`src/hdl/adcc_pkg.sv`:
```
`default_nettype none
package adcc_pkg;
    localparam int RES_BITS = 10;
    localparam int NUM_CHAN = 8;
    localparam int ADDR_W   = 4;
    localparam int DATA_W   = 8;

    // Register offsets.
    localparam logic [3:0] ADDR_MODE     = 4'h0;
    localparam logic [3:0] ADDR_START    = 4'h1;
    localparam logic [3:0] ADDR_RES_HI   = 4'h2;
    localparam logic [3:0] ADDR_RES_LO   = 4'h3;
    localparam logic [3:0] ADDR_IRQ_STAT = 4'h4;
    localparam logic [3:0] ADDR_IRQ_EN   = 4'h5;
    localparam logic [3:0] ADDR_IRQ_CLR  = 4'h6;

    // Field positions.
    localparam int MODE_CKS_BIT   = 7;
    localparam int START_FLAG_BIT = 7;
    localparam int IRQ_END_BIT    = 0;

    // Bits that always read as one.
    localparam logic [7:0] MODE_FIXED_ONES  = 8'h30;
    localparam logic [7:0] START_FIXED_ONES = 8'h7F;

    // Values after reset.
    localparam logic [3:0] CHAN_RST   = 4'h0;
    localparam logic       CKS_RST    = 1'b0;
    localparam logic [9:0] RESULT_RST = 10'h000;

    // Channel codes: the first selectable code and the one for input 1.
    localparam logic [3:0] CHAN_BASE = 4'h4;
    localparam logic [3:0] CHAN_AN1  = 4'h5;

    // Conversion timing in system clock cycles.
    localparam logic [2:0] DIV_SLOW         = 3'h4;
    localparam logic [2:0] DIV_FAST         = 3'h2;
    localparam logic [3:0] SAMPLE_TICKS     = 4'h4;
    localparam int         CONV_STATES_SLOW = 62;
    localparam int         CONV_STATES_FAST = 31;

    typedef enum logic [1:0] {
        ST_IDLE    = 2'b00,
        ST_SAMPLE  = 2'b01,
        ST_CONVERT = 2'b11,
        ST_DONE    = 2'b10
    } adcc_state_t;
endpackage
`default_nettype wire

```
`src/hdl/adcc_sar_if.sv`:
```
`timescale 1ns/100ps
`default_nettype none
interface adcc_sar_if;
    logic       start;
    logic       abort;
    logic       fast;
    logic       cmp;
    logic       busy;
    logic       done;
    logic [9:0] result;
    logic [9:0] dac;
    logic       sample;

    modport ctrl (
        output start, abort, fast, cmp,
        input  busy, done, result, dac, sample
    );
    modport sar (
        input  start, abort, fast, cmp,
        output busy, done, result, dac, sample
    );
endinterface
`default_nettype wire

```
`src/hdl/adcc_sar.sv`:
```
`timescale 1ns/100ps
`default_nettype none
module adcc_sar (
    // Clock and reset
    input  wire logic clk,
    input  wire logic resetn,
    // Link to the control block
    adcc_sar_if.sar   sar
);
    adcc_pkg::adcc_state_t state_q, state_d;
    logic [2:0] div_q, div_d;
    logic [3:0] bit_q, bit_d;
    logic [9:0] code_q, code_d;
    logic       sample_q, sample_d;
    logic       tick;
    logic [2:0] div_last;
    logic [9:0] cur_mask;
    logic [9:0] next_mask;
    logic [9:0] trial_code;

    // A trial needs three edges to come back through the comparator
    // synchroniser, so a fast step lasts one cycle more than its divider.
    assign div_last  = sar.fast ? adcc_pkg::DIV_FAST
                                : adcc_pkg::DIV_SLOW - 3'h1;
    assign tick      = (div_q == div_last);
    assign cur_mask  = 10'h001 << bit_q;
    assign next_mask = cur_mask >> 1;
    // (RULE_08) Keep trial bit.
    assign trial_code = sar.cmp ? (code_q | next_mask)
                                : ((code_q & ~cur_mask) | next_mask);

    always_comb begin
        state_d  = state_q;
        div_d    = tick ? 3'h0 : div_q + 3'h1;
        bit_d    = bit_q;
        code_d   = code_q;
        sample_d = sample_q;
        case (state_q)
            adcc_pkg::ST_IDLE: begin
                div_d = 3'h0;
                if (sar.start) begin
                    state_d  = adcc_pkg::ST_SAMPLE;
                    sample_d = 1'b1;
                    bit_d    = 4'(adcc_pkg::RES_BITS - 1);
                    code_d   = 10'h200;
                end
            end
            adcc_pkg::ST_SAMPLE: begin
                // The first trial is compared during sampling, so the fast
                // mode still ends within its limit.
                if (tick) begin
                    state_d  = adcc_pkg::ST_CONVERT;
                    sample_d = 1'b0;
                    code_d   = trial_code;
                    bit_d    = bit_q - 4'h1;
                end
            end
            adcc_pkg::ST_CONVERT: begin
                if (tick) begin
                    code_d = trial_code;
                    if (bit_q == 4'h0) begin
                        state_d = adcc_pkg::ST_DONE;
                    end else begin
                        bit_d = bit_q - 4'h1;
                    end
                end
            end
            adcc_pkg::ST_DONE: begin
                state_d = adcc_pkg::ST_IDLE;
            end
            default: begin
                state_d = adcc_pkg::ST_IDLE;
            end
        endcase
        // (RULE_09) Abort drops back to idle.
        if (sar.abort && state_q != adcc_pkg::ST_IDLE) begin
            state_d  = adcc_pkg::ST_IDLE;
            sample_d = 1'b0;
        end
    end

    always_ff @(posedge clk or negedge resetn) begin
        if (!resetn) begin
            state_q  <= adcc_pkg::ST_IDLE;
            div_q    <= 3'h0;
            bit_q    <= 4'h0;
            code_q   <= 10'h000;
            sample_q <= 1'b0;
        end else begin
            state_q  <= state_d;
            div_q    <= div_d;
            bit_q    <= bit_d;
            code_q   <= code_d;
            sample_q <= sample_d;
        end
    end

    assign sar.busy   = (state_q != adcc_pkg::ST_IDLE);
    assign sar.done   = (state_q == adcc_pkg::ST_DONE);
    assign sar.result = code_q;
    assign sar.dac    = code_q;
    assign sar.sample = sample_q;
endmodule
`default_nettype wire

```
`src/hdl/adcc_top.sv`:
```
// Overview of operation
// (RULE_01) Channel code 0101 routes analog input 1 to the converter.
// (RULE_02) Writing 1 to the start flag starts a conversion on the selected channel.
// (RULE_03) At completion the flag sets, the result is stored, start clears, idle resumes.
// (RULE_04) Completion raises an interrupt request when the end interrupt is enabled.
// (RULE_05) After completion a new write of 1 starts a fresh conversion cycle.
// (RULE_06) Software reads the result only while the start flag reads 0.
// (RULE_07) Software waits 10 clock cycles after module standby before starting.
// (RULE_08) Results are unsigned 10-bit binary, zero low and all ones full scale.
// (RULE_09) Writing 0 to the start flag aborts a conversion in progress.
// (RULE_10) Software changes the channel only while the start flag is 0.
// (RULE_11) A conversion lasts at most 62 cycles at divide-4, 31 at divide-2.
// (RULE_12) The end flag stays set until cleared; the request follows flag and enable.
//
// The placing of the registers and the strobed register port were chosen for this implementation.
`timescale 1ns/100ps
`default_nettype none
module adcc_top (
    // Clock and reset
    input  wire logic       clk,
    input  wire logic       resetn,
    // Register port
    input  wire logic [3:0] reg_addr,
    input  wire logic [7:0] reg_wdata,
    input  wire logic       reg_wr,
    input  wire logic       reg_rd,
    output var  logic [7:0] reg_rdata,
    // Analog front end
    input  wire logic       cmp_in,
    output var  logic [9:0] dac_code,
    output var  logic       sample_hold,
    output var  logic [7:0] chan_enable,
    // Interrupt
    output var  logic       irq
);
    adcc_sar_if sar_bus ();

    // Comparator synchroniser.
    logic cmp_s1_q, cmp_s1_d;
    logic cmp_s2_q, cmp_s2_d;

    // Mode register.
    logic [3:0] chan_q, chan_d;
    logic       cks_q, cks_d;

    // Start flag and result.
    logic       start_q, start_d;
    logic [9:0] result_q, result_d;
    logic       go;
    logic       stop;

    // Interrupt state.
    logic flag_q, flag_d;
    logic en_q, en_d;
    logic irq_q, irq_d;

    // Read data and channel enables.
    logic [7:0] rdata_q, rdata_d;
    logic [7:0] mux_q, mux_d;
    logic [7:0] mux_sel;

    // Decoded write strobes.
    logic wr_mode;
    logic wr_start;
    logic wr_en;
    logic wr_clr;

    assign wr_mode  = reg_wr && (reg_addr == adcc_pkg::ADDR_MODE);
    assign wr_start = reg_wr && (reg_addr == adcc_pkg::ADDR_START);
    assign wr_en    = reg_wr && (reg_addr == adcc_pkg::ADDR_IRQ_EN);
    assign wr_clr   = reg_wr && (reg_addr == adcc_pkg::ADDR_IRQ_CLR);

    // The comparator is an asynchronous pin and is synchronised first.
    always_comb begin
        cmp_s1_d = cmp_in;
        cmp_s2_d = cmp_s1_q;
    end

    always_ff @(posedge clk or negedge resetn) begin
        if (!resetn) begin
            cmp_s1_q <= 1'b0;
            cmp_s2_q <= 1'b0;
        end else begin
            cmp_s1_q <= cmp_s1_d;
            cmp_s2_q <= cmp_s2_d;
        end
    end

    // Mode register.
    always_comb begin
        chan_d = chan_q;
        cks_d  = cks_q;
        // (RULE_10) Mode writes are ignored while a conversion runs.
        if (wr_mode && !start_q) begin
            chan_d = reg_wdata[3:0];
            cks_d  = reg_wdata[adcc_pkg::MODE_CKS_BIT];
        end
    end

    always_ff @(posedge clk or negedge resetn) begin
        if (!resetn) begin
            chan_q <= adcc_pkg::CHAN_RST;
            cks_q  <= adcc_pkg::CKS_RST;
        end else begin
            chan_q <= chan_d;
            cks_q  <= cks_d;
        end
    end

    // Start flag, abort and result capture.
    always_comb begin
        start_d  = start_q;
        result_d = result_q;
        go       = 1'b0;
        stop     = 1'b0;
        if (sar_bus.done) begin
            // (RULE_03) Store result and clear start.
            start_d  = 1'b0;
            // (RULE_08) Result kept unsigned.
            result_d = sar_bus.result;
        end else if (wr_start) begin
            if (reg_wdata[adcc_pkg::START_FLAG_BIT]) begin
                // (RULE_02) Launch on write of one.
                // (RULE_05) Restart after completion.
                if (!start_q) begin
                    start_d = 1'b1;
                    go      = 1'b1;
                end
            end else if (start_q) begin
                // (RULE_09) Forced stop on zero.
                start_d = 1'b0;
                stop    = 1'b1;
            end
        end
    end

    always_ff @(posedge clk or negedge resetn) begin
        if (!resetn) begin
            start_q  <= 1'b0;
            result_q <= adcc_pkg::RESULT_RST;
        end else begin
            start_q  <= start_d;
            result_q <= result_d;
        end
    end

    // Interrupt flag, enable and request.
    always_comb begin
        flag_d = flag_q;
        en_d   = en_q;
        if (wr_clr && reg_wdata[adcc_pkg::IRQ_END_BIT]) begin
            flag_d = 1'b0;
        end
        // (RULE_03) Completion sets the end flag; a same-cycle clear loses.
        if (sar_bus.done) begin
            flag_d = 1'b1;
        end
        if (wr_en) begin
            en_d = reg_wdata[adcc_pkg::IRQ_END_BIT];
        end
        // (RULE_04) Request gated by enable.
        // (RULE_12) Level held by flag.
        irq_d = flag_d && en_d;
    end

    always_ff @(posedge clk or negedge resetn) begin
        if (!resetn) begin
            flag_q <= 1'b0;
            en_q   <= 1'b0;
            irq_q  <= 1'b0;
        end else begin
            flag_q <= flag_d;
            en_q   <= en_d;
            irq_q  <= irq_d;
        end
    end

    // One enable per analog input; codes outside the table select none.
    genvar g;
    generate
        for (g = 0; g < adcc_pkg::NUM_CHAN; g++) begin : g_chan
            // (RULE_01) Code 0101 picks input 1.
            assign mux_sel[g] = (chan_q == adcc_pkg::CHAN_BASE + 4'(g));
        end
    endgenerate

    always_comb begin
        mux_d = mux_sel;
    end

    always_ff @(posedge clk or negedge resetn) begin
        if (!resetn) begin
            mux_q <= 8'h00;
        end else begin
            mux_q <= mux_d;
        end
    end

    // Read data appear in the cycle after the strobe and only there.
    always_comb begin
        rdata_d = 8'h00;
        if (reg_rd) begin
            case (reg_addr)
                adcc_pkg::ADDR_MODE: begin
                    rdata_d = adcc_pkg::MODE_FIXED_ONES
                            | {cks_q, 3'h0, chan_q};
                end
                adcc_pkg::ADDR_START: begin
                    rdata_d = adcc_pkg::START_FIXED_ONES
                            | {start_q, 7'h00};
                end
                adcc_pkg::ADDR_RES_HI: begin
                    rdata_d = result_q[9:2];
                end
                adcc_pkg::ADDR_RES_LO: begin
                    rdata_d = {result_q[1:0], 6'h00};
                end
                adcc_pkg::ADDR_IRQ_STAT: begin
                    rdata_d = {7'h00, flag_q};
                end
                adcc_pkg::ADDR_IRQ_EN: begin
                    rdata_d = {7'h00, en_q};
                end
                default: begin
                    rdata_d = 8'h00;
                end
            endcase
        end
    end

    always_ff @(posedge clk or negedge resetn) begin
        if (!resetn) begin
            rdata_q <= 8'h00;
        end else begin
            rdata_q <= rdata_d;
        end
    end

    // Sequencer link.
    assign sar_bus.start = go;
    assign sar_bus.abort = stop;
    assign sar_bus.cmp   = cmp_s2_q;
    // (RULE_11) Clock select picks divide-2 or divide-4 stepping.
    assign sar_bus.fast  = cks_q;

    adcc_sar u_sar (
        .clk    (clk),
        .resetn (resetn),
        .sar    (sar_bus)
    );

    // Outputs.
    assign reg_rdata   = rdata_q;
    assign dac_code    = sar_bus.dac;
    assign sample_hold = sar_bus.sample;
    assign chan_enable = mux_q;
    assign irq         = irq_q;
endmodule
`default_nettype wire

```
`config.mk`:
```
export PLATFORM = sky130hd
export DESIGN_NAME = adcc_top
export DESIGN_NICKNAME = d
export VERILOG_FILES = /design/src/hdl/adcc_pkg.sv /design/src/hdl/adcc_sar_if.sv /design/src/hdl/adcc_sar.sv /design/src/hdl/adcc_top.sv
export SDC_FILE = /design/constraint.sdc
export NUM_CORES = 1
export LEC_CHECK = 0
export BUFFER_PORTS_ARGS = -buffer_cell sky130_fd_sc_hd__buf_4
export CAP_MARGIN = 10
export CELL_PAD_IN_SITES_DETAIL_PLACEMENT = 1
export CELL_PAD_IN_SITES_GLOBAL_PLACEMENT = 1
export CORE_UTILIZATION = 40
export CTS_BUF_LIST = sky130_fd_sc_hd__clkbuf_16
export DETAILED_ROUTE_END_ITERATION = 10
export MAX_ROUTING_LAYER = met4
export PLACE_DENSITY = 0.7
export SYNTH_ARGS = -nofsm -noshare
export SYNTH_HDL_FRONTEND = slang
export SYNTH_HIERARCHICAL = 1
export SYNTH_SLANG_ARGS = --single-unit
```
`constraint.sdc`:
```
create_clock -name clk -period 2.2 [get_ports clk]
set_input_delay 0.33 -clock clk [delete_from_list [all_inputs] [get_ports clk]]
set_output_delay 0.33 -clock clk [all_outputs]
set_load 0.05 [all_outputs]
```
## Word-level counts from Yosys, hierarchy flattened

Cells that the tools add are included.

| storage, ports and cells | value |
|---|---|
| register bits after elaboration | 57 |
| bits of input ports | 17 |
| output and inout port bits | 28 |
| logic and storage cells | 110 |

| cells by class | value |
|---|---|
| add/sub/neg operators | 2 |
| equal/unequal tests | 27 |
| shift-type cells | 1 |
| muxes and demuxes | 38 |
| bitwise operators | 4 |
| reductions and logical operators | 22 |

Operators by type and width:

| operator | number |
|---|---|
| $pmux 8 s6 | 1 |
| $mux 10 | 3 |
| $eq 4x3->1 const B | 7 |
| $or 10x9->10 | 2 |
| $pmux 10 s2 | 1 |
| $mux 1 | 18 |
| $eq 4x4->1 const B | 4 |
| $mux 4 | 4 |
| $pmux 4 s3 | 1 |
| $and 10x10->10 | 1 |
| $mux 2 | 5 |
| $not 10->10 | 1 |
| $shl 1x4->10 const A | 1 |
| $ne 3x1->1 const B | 3 |
| $eq 4x2->1 const B | 2 |
| $logic_and 1x1->1 | 8 |
| $logic_not 4->1 | 2 |
| $mux 8 | 1 |
| $pmux 2 s4 | 1 |
| $mux 3 | 2 |
| $ne 2x1->1 const B | 3 |
| $reduce_and 3->1 | 2 |
| $reduce_bool 2->1 | 3 |
| $reduce_bool 3->1 | 2 |
| other kinds (14) | 16 |

## Logic depth before layout (Yosys ltp)

| depth | value |
|---|---|
| word-level depth | 7 |
| depth in mapped cells | 9 |
| gate-level depth less buffers | 6 |

## Cells and area by module

The synthesis kept the hierarchy.

By module, submodules not included:

| module | instances | cells an instance | area each (um^2) | sequential area each (um^2) |
|---|---|---|---|---|
| adcc_top | 1 | 116 | 1495.2 | 925.9 |
| adcc_sar | 1 | 128 | 1244.9 | 500.5 |

## Worst setup path before layout

Ideal clock, no wire load.

| path | value |
|---|---|
| path kind | register -> register |
| from | reg u_sar.state_q[1] |
| to | reg u_sar.code_q[6] (netlist: u_sar/sar.dac[6]) |
| setup time | 0.122 ns |
| data arrival time | 1.907 ns |
| data required time | 2.078 ns |
| setup slack | 0.171 ns |
| stages on the path, launching flop included | 8 |
| path buffers | 3 |
| period minus slack after synthesis | 2.029 ns |
| cell sequence | dfrtp_1 nor2b_1 buf_2 nor4b_2 or3b_1 buf_2 buf_6 a32o_1 |

| on the way | value |
|---|---|
| cells in the longest elaborated chain, start to end | 4 |
| elaborated cells between the ends (all ways) | 11 |
| those cells by class | eq/ne (5); mux (2); reduce/logical (4) |

RTL lines:

| what | line | source |
|---|---|---|
| start, declared | adcc_sar.sv:10 | `adcc_pkg::adcc_state_t state_q, state_d;` |
| start signal, assigned | adcc_sar.sv:84 | `state_q <= adcc_pkg::ST_IDLE;` |
| start signal, assigned | adcc_sar.sv:90 | `state_q <= state_d;` |
| $eq 2x2->1 | adcc_sar.sv:99 | `assign sar.done = (state_q == adcc_pkg::ST_DONE);` |
| via sar_bus.done | adcc_sar_if.sv:9 | `logic done;` |
| $mux 1 | adcc_top.sv:116 | `if (sar_bus.done) begin` |
| via go | adcc_top.sv:49 | `logic go;` |
| $ne 2x2->1 (no source line) | n/a |  |
| $reduce_and 3->1 (no source line) | n/a |  |
| end signal, assigned | adcc_sar.sv:93 | `code_q <= code_d;` |
| end, declared | adcc_sar.sv:13 | `logic [9:0] code_q, code_d;` |

The timed path passes the listed nets, and every way through them passes these cells.
A chain may end at the register's enable or synchronous reset.

## Worst setup path in the final report

Same ends and word-level chain as after synthesis.

==> qor.yml <==
status:
  outcome: "completed"
global_route:
  track_usage_pct: 19.8
  antenna_found_initial: 0
  grt.overflow.total: 0
  grt_pass1_vias: 2024
  grt_start_max_net_pins: 58
  grt_pass1_wl_um: 10400
cells_and_area:
  layout-drive-gt1-share_pct: 30.6
  fillers: 690
  n_antenna_cell: 0
  fin_nets: 307
  mostFrequentLayoutCell: "dfrtp_1"
  final-seq-area_um2: 1430
  multi_input_area_um2: 1140
  final_cell_mix: "dfrtp_1 (57), buf_4 (50), mux2_2 (16), nand2_1 (15), nand2b_1 (12)"
  syn2layout_area_growth_pct: 23.5
  final_cell_area_um2: 3380
sta:
  slew_headroom_pct: 52.4
  setup_viol: 0
  min_period_over_period_pct: 82.6
  finalClockSkew_ps: 2.14
  hold_viol_final: 0
  tns_ps: 0
  slew_violations: 0
  min_period_ps: 1820
  worstMarginPinSlew_ps: 714
  rsz0062_at_grt: "no"
  max_freq_mhz: 551
min_path:
  min_path_type: "input port to asynchronous set/reset pin"
worst_setup_path:
  arrival_ps: 2020
  r2r_slack_ps: 380
  r2r-start: "u_sar/state_q[1]"
  critPathKind: "register to register"
  worstRegToRegCells: 5
  crit_fanout: 14
  worstPathRequired_ps: 2410
  end_kind: "register"
  start_kind: "register"
  worstReg2RegEnd: "u_sar/sar.dac[6]"
place:
  globalplace.congestion: 0.848
  dp_hpwl_um: 4430
  place_area_um2: 3070
  io_buffer_count: 41
synthesis:
  synth.yosys.warnings: 6
  syn_inst: 243
  avgSynthCellArea_um2: 11.3
  synth_nets: 266
  synth.cell_area_um2: 2740
pwr:
  p_sw_share_pct: 30.5
  p_per_area_nw_per_um2: 1040
  p_clk_share_pct: 41.1
  combPwrFrac_pct: 21.6
  p_int_mw: 2.44
  peakVddDrop_v: 0.000659
  power_frac_seq_pct: 37.3
  power.leakage_nw: 1.55
  power.switching_mw: 1.07
die:
  chipWidth_um: 84.7
  fp.dieH_um: 84.7
  row_count: 29
  io_pins: 45
  core_region_area_um2: 6460
  start_util_pct: 42.4
  dieArea_um2: 7180
clock_tree:
  cts_resized: 0
  cts.clk_slew.worst_paths_ps: 50
  postCtsHoldBufs: 0
  cts_sinks: 57
  cts_buffers: 9
  clk_latency_ps: 320
  root_buffer: "clkbuf_16"
  clockBufferDepth: 2
  cts_setup_buffers: 0
  h-tree-depth: 3
  cts_tree: "done"
route:
  route.detailed.drc: 0
  dr.pass1.iters: 6
  num_vias: 2035
  wl_per_cell_um: 16.9
  postRouteAntennaNets: 0
  vias_per_cell: 5.58
  routed_wirelength_um: 6170
  drtIter0Drc: 76
flow_run:
  cap_violations: 0
[flip-flops by register name, indices dropped and copies added, names as in the netlist]
register,flops
u_sar/sar.dac,10
chan_enable,8
flag_q,1
u_sar/sar.sample,1
u_sar/bit_q,4
irq,1
en_q,1
cmp_s2_q,1
u_sar/state_q,2
reg_rdata,8
result_q,10
cks_q,1
cmp_s1_q,1
chan_q,4
u_sar/div_q,3
start_q,1
[per-layer routing]
layer | share of wire (%) | GRT usage (%) | vias up
met2 | 50 | 31.0 | 46
met1 | 44 | 24.3 | 1025
met5 | 0 | - | -
met3 | 3.5 | 4.82 | 10
met4 | 2.2 | 8.78 | 0
li1 | - | - | 954
[cell type report]
type                            instances  area share (%)
Timing Repair Buffer                   50            11.1
Clock inverter                          6            2.48
Sequential cell                        57            42.2
Multi-Input combinational cell        158            33.8
Inverter                                8           0.889
Tap cell                               77            2.85
Clock buffer                            9            6.67
[stage by stage]
stage / hold slack, ps / total power [mW] / setup WS (ps) / instances / utilization, %
3_5_place_dp: 339 / 2.09 / 91.1 / 350 / 47.5
4_1_cts: 92.7 / 3.55 / 369 / 365 / 52.3
2_1_floorplan: 34.4 / 1.84 / 171 / 243 / -
3_3_place_gp: 336 / 2.06 / 129 / 350 / 47.5
6_report: 54.7 / 3.51 / 384 / 365 / 52.3
5_1_grt: 99.2 / 3.67 / 244 / 365 / 52.3
[critical path, cell delays in order, from the launching register on]
cell	delay, ps
dfrtp_1	370
nor2b_1	150
nor4b_2	320
or3b_1	400
buf_4	200
a32o_1	260
[power groups by stage]
stage / registers (mW) / clock network (mW) / logic, mW
after global placement: 1.32 / 0 / 0.741
after detailed placement: 1.33 / 0 / 0.759
after global routing: 1.33 / 1.52 / 0.827
after floorplan: 1.42 / 0 / 0.422
after CTS: 1.31 / 1.47 / 0.767
final: 1.31 / 1.44 / 0.756
[worst max-delay path by stage]
stage | slack [ps] | to | cells past startpoint | from
finish | 380 | u_sar/sar.dac[6] | 5 | u_sar/state_q[1]
global placement | 130 | u_sar/sar.dac[4] | 7 | reg_addr[1]
detailed placement | 90 | u_sar/sar.dac[8] | 7 | reg_addr[1]
global route | 240 | u_sar/bit_q[0] | 5 | u_sar/bit_q[0]
CTS | 370 | u_sar/sar.dac[8] | 5 | u_sar/state_q[1]
floorplan | 170 | u_sar/sar.dac[6] | 7 | u_sar/state_q[1]
Note: power is estimated with default switching activity, not from simulation.
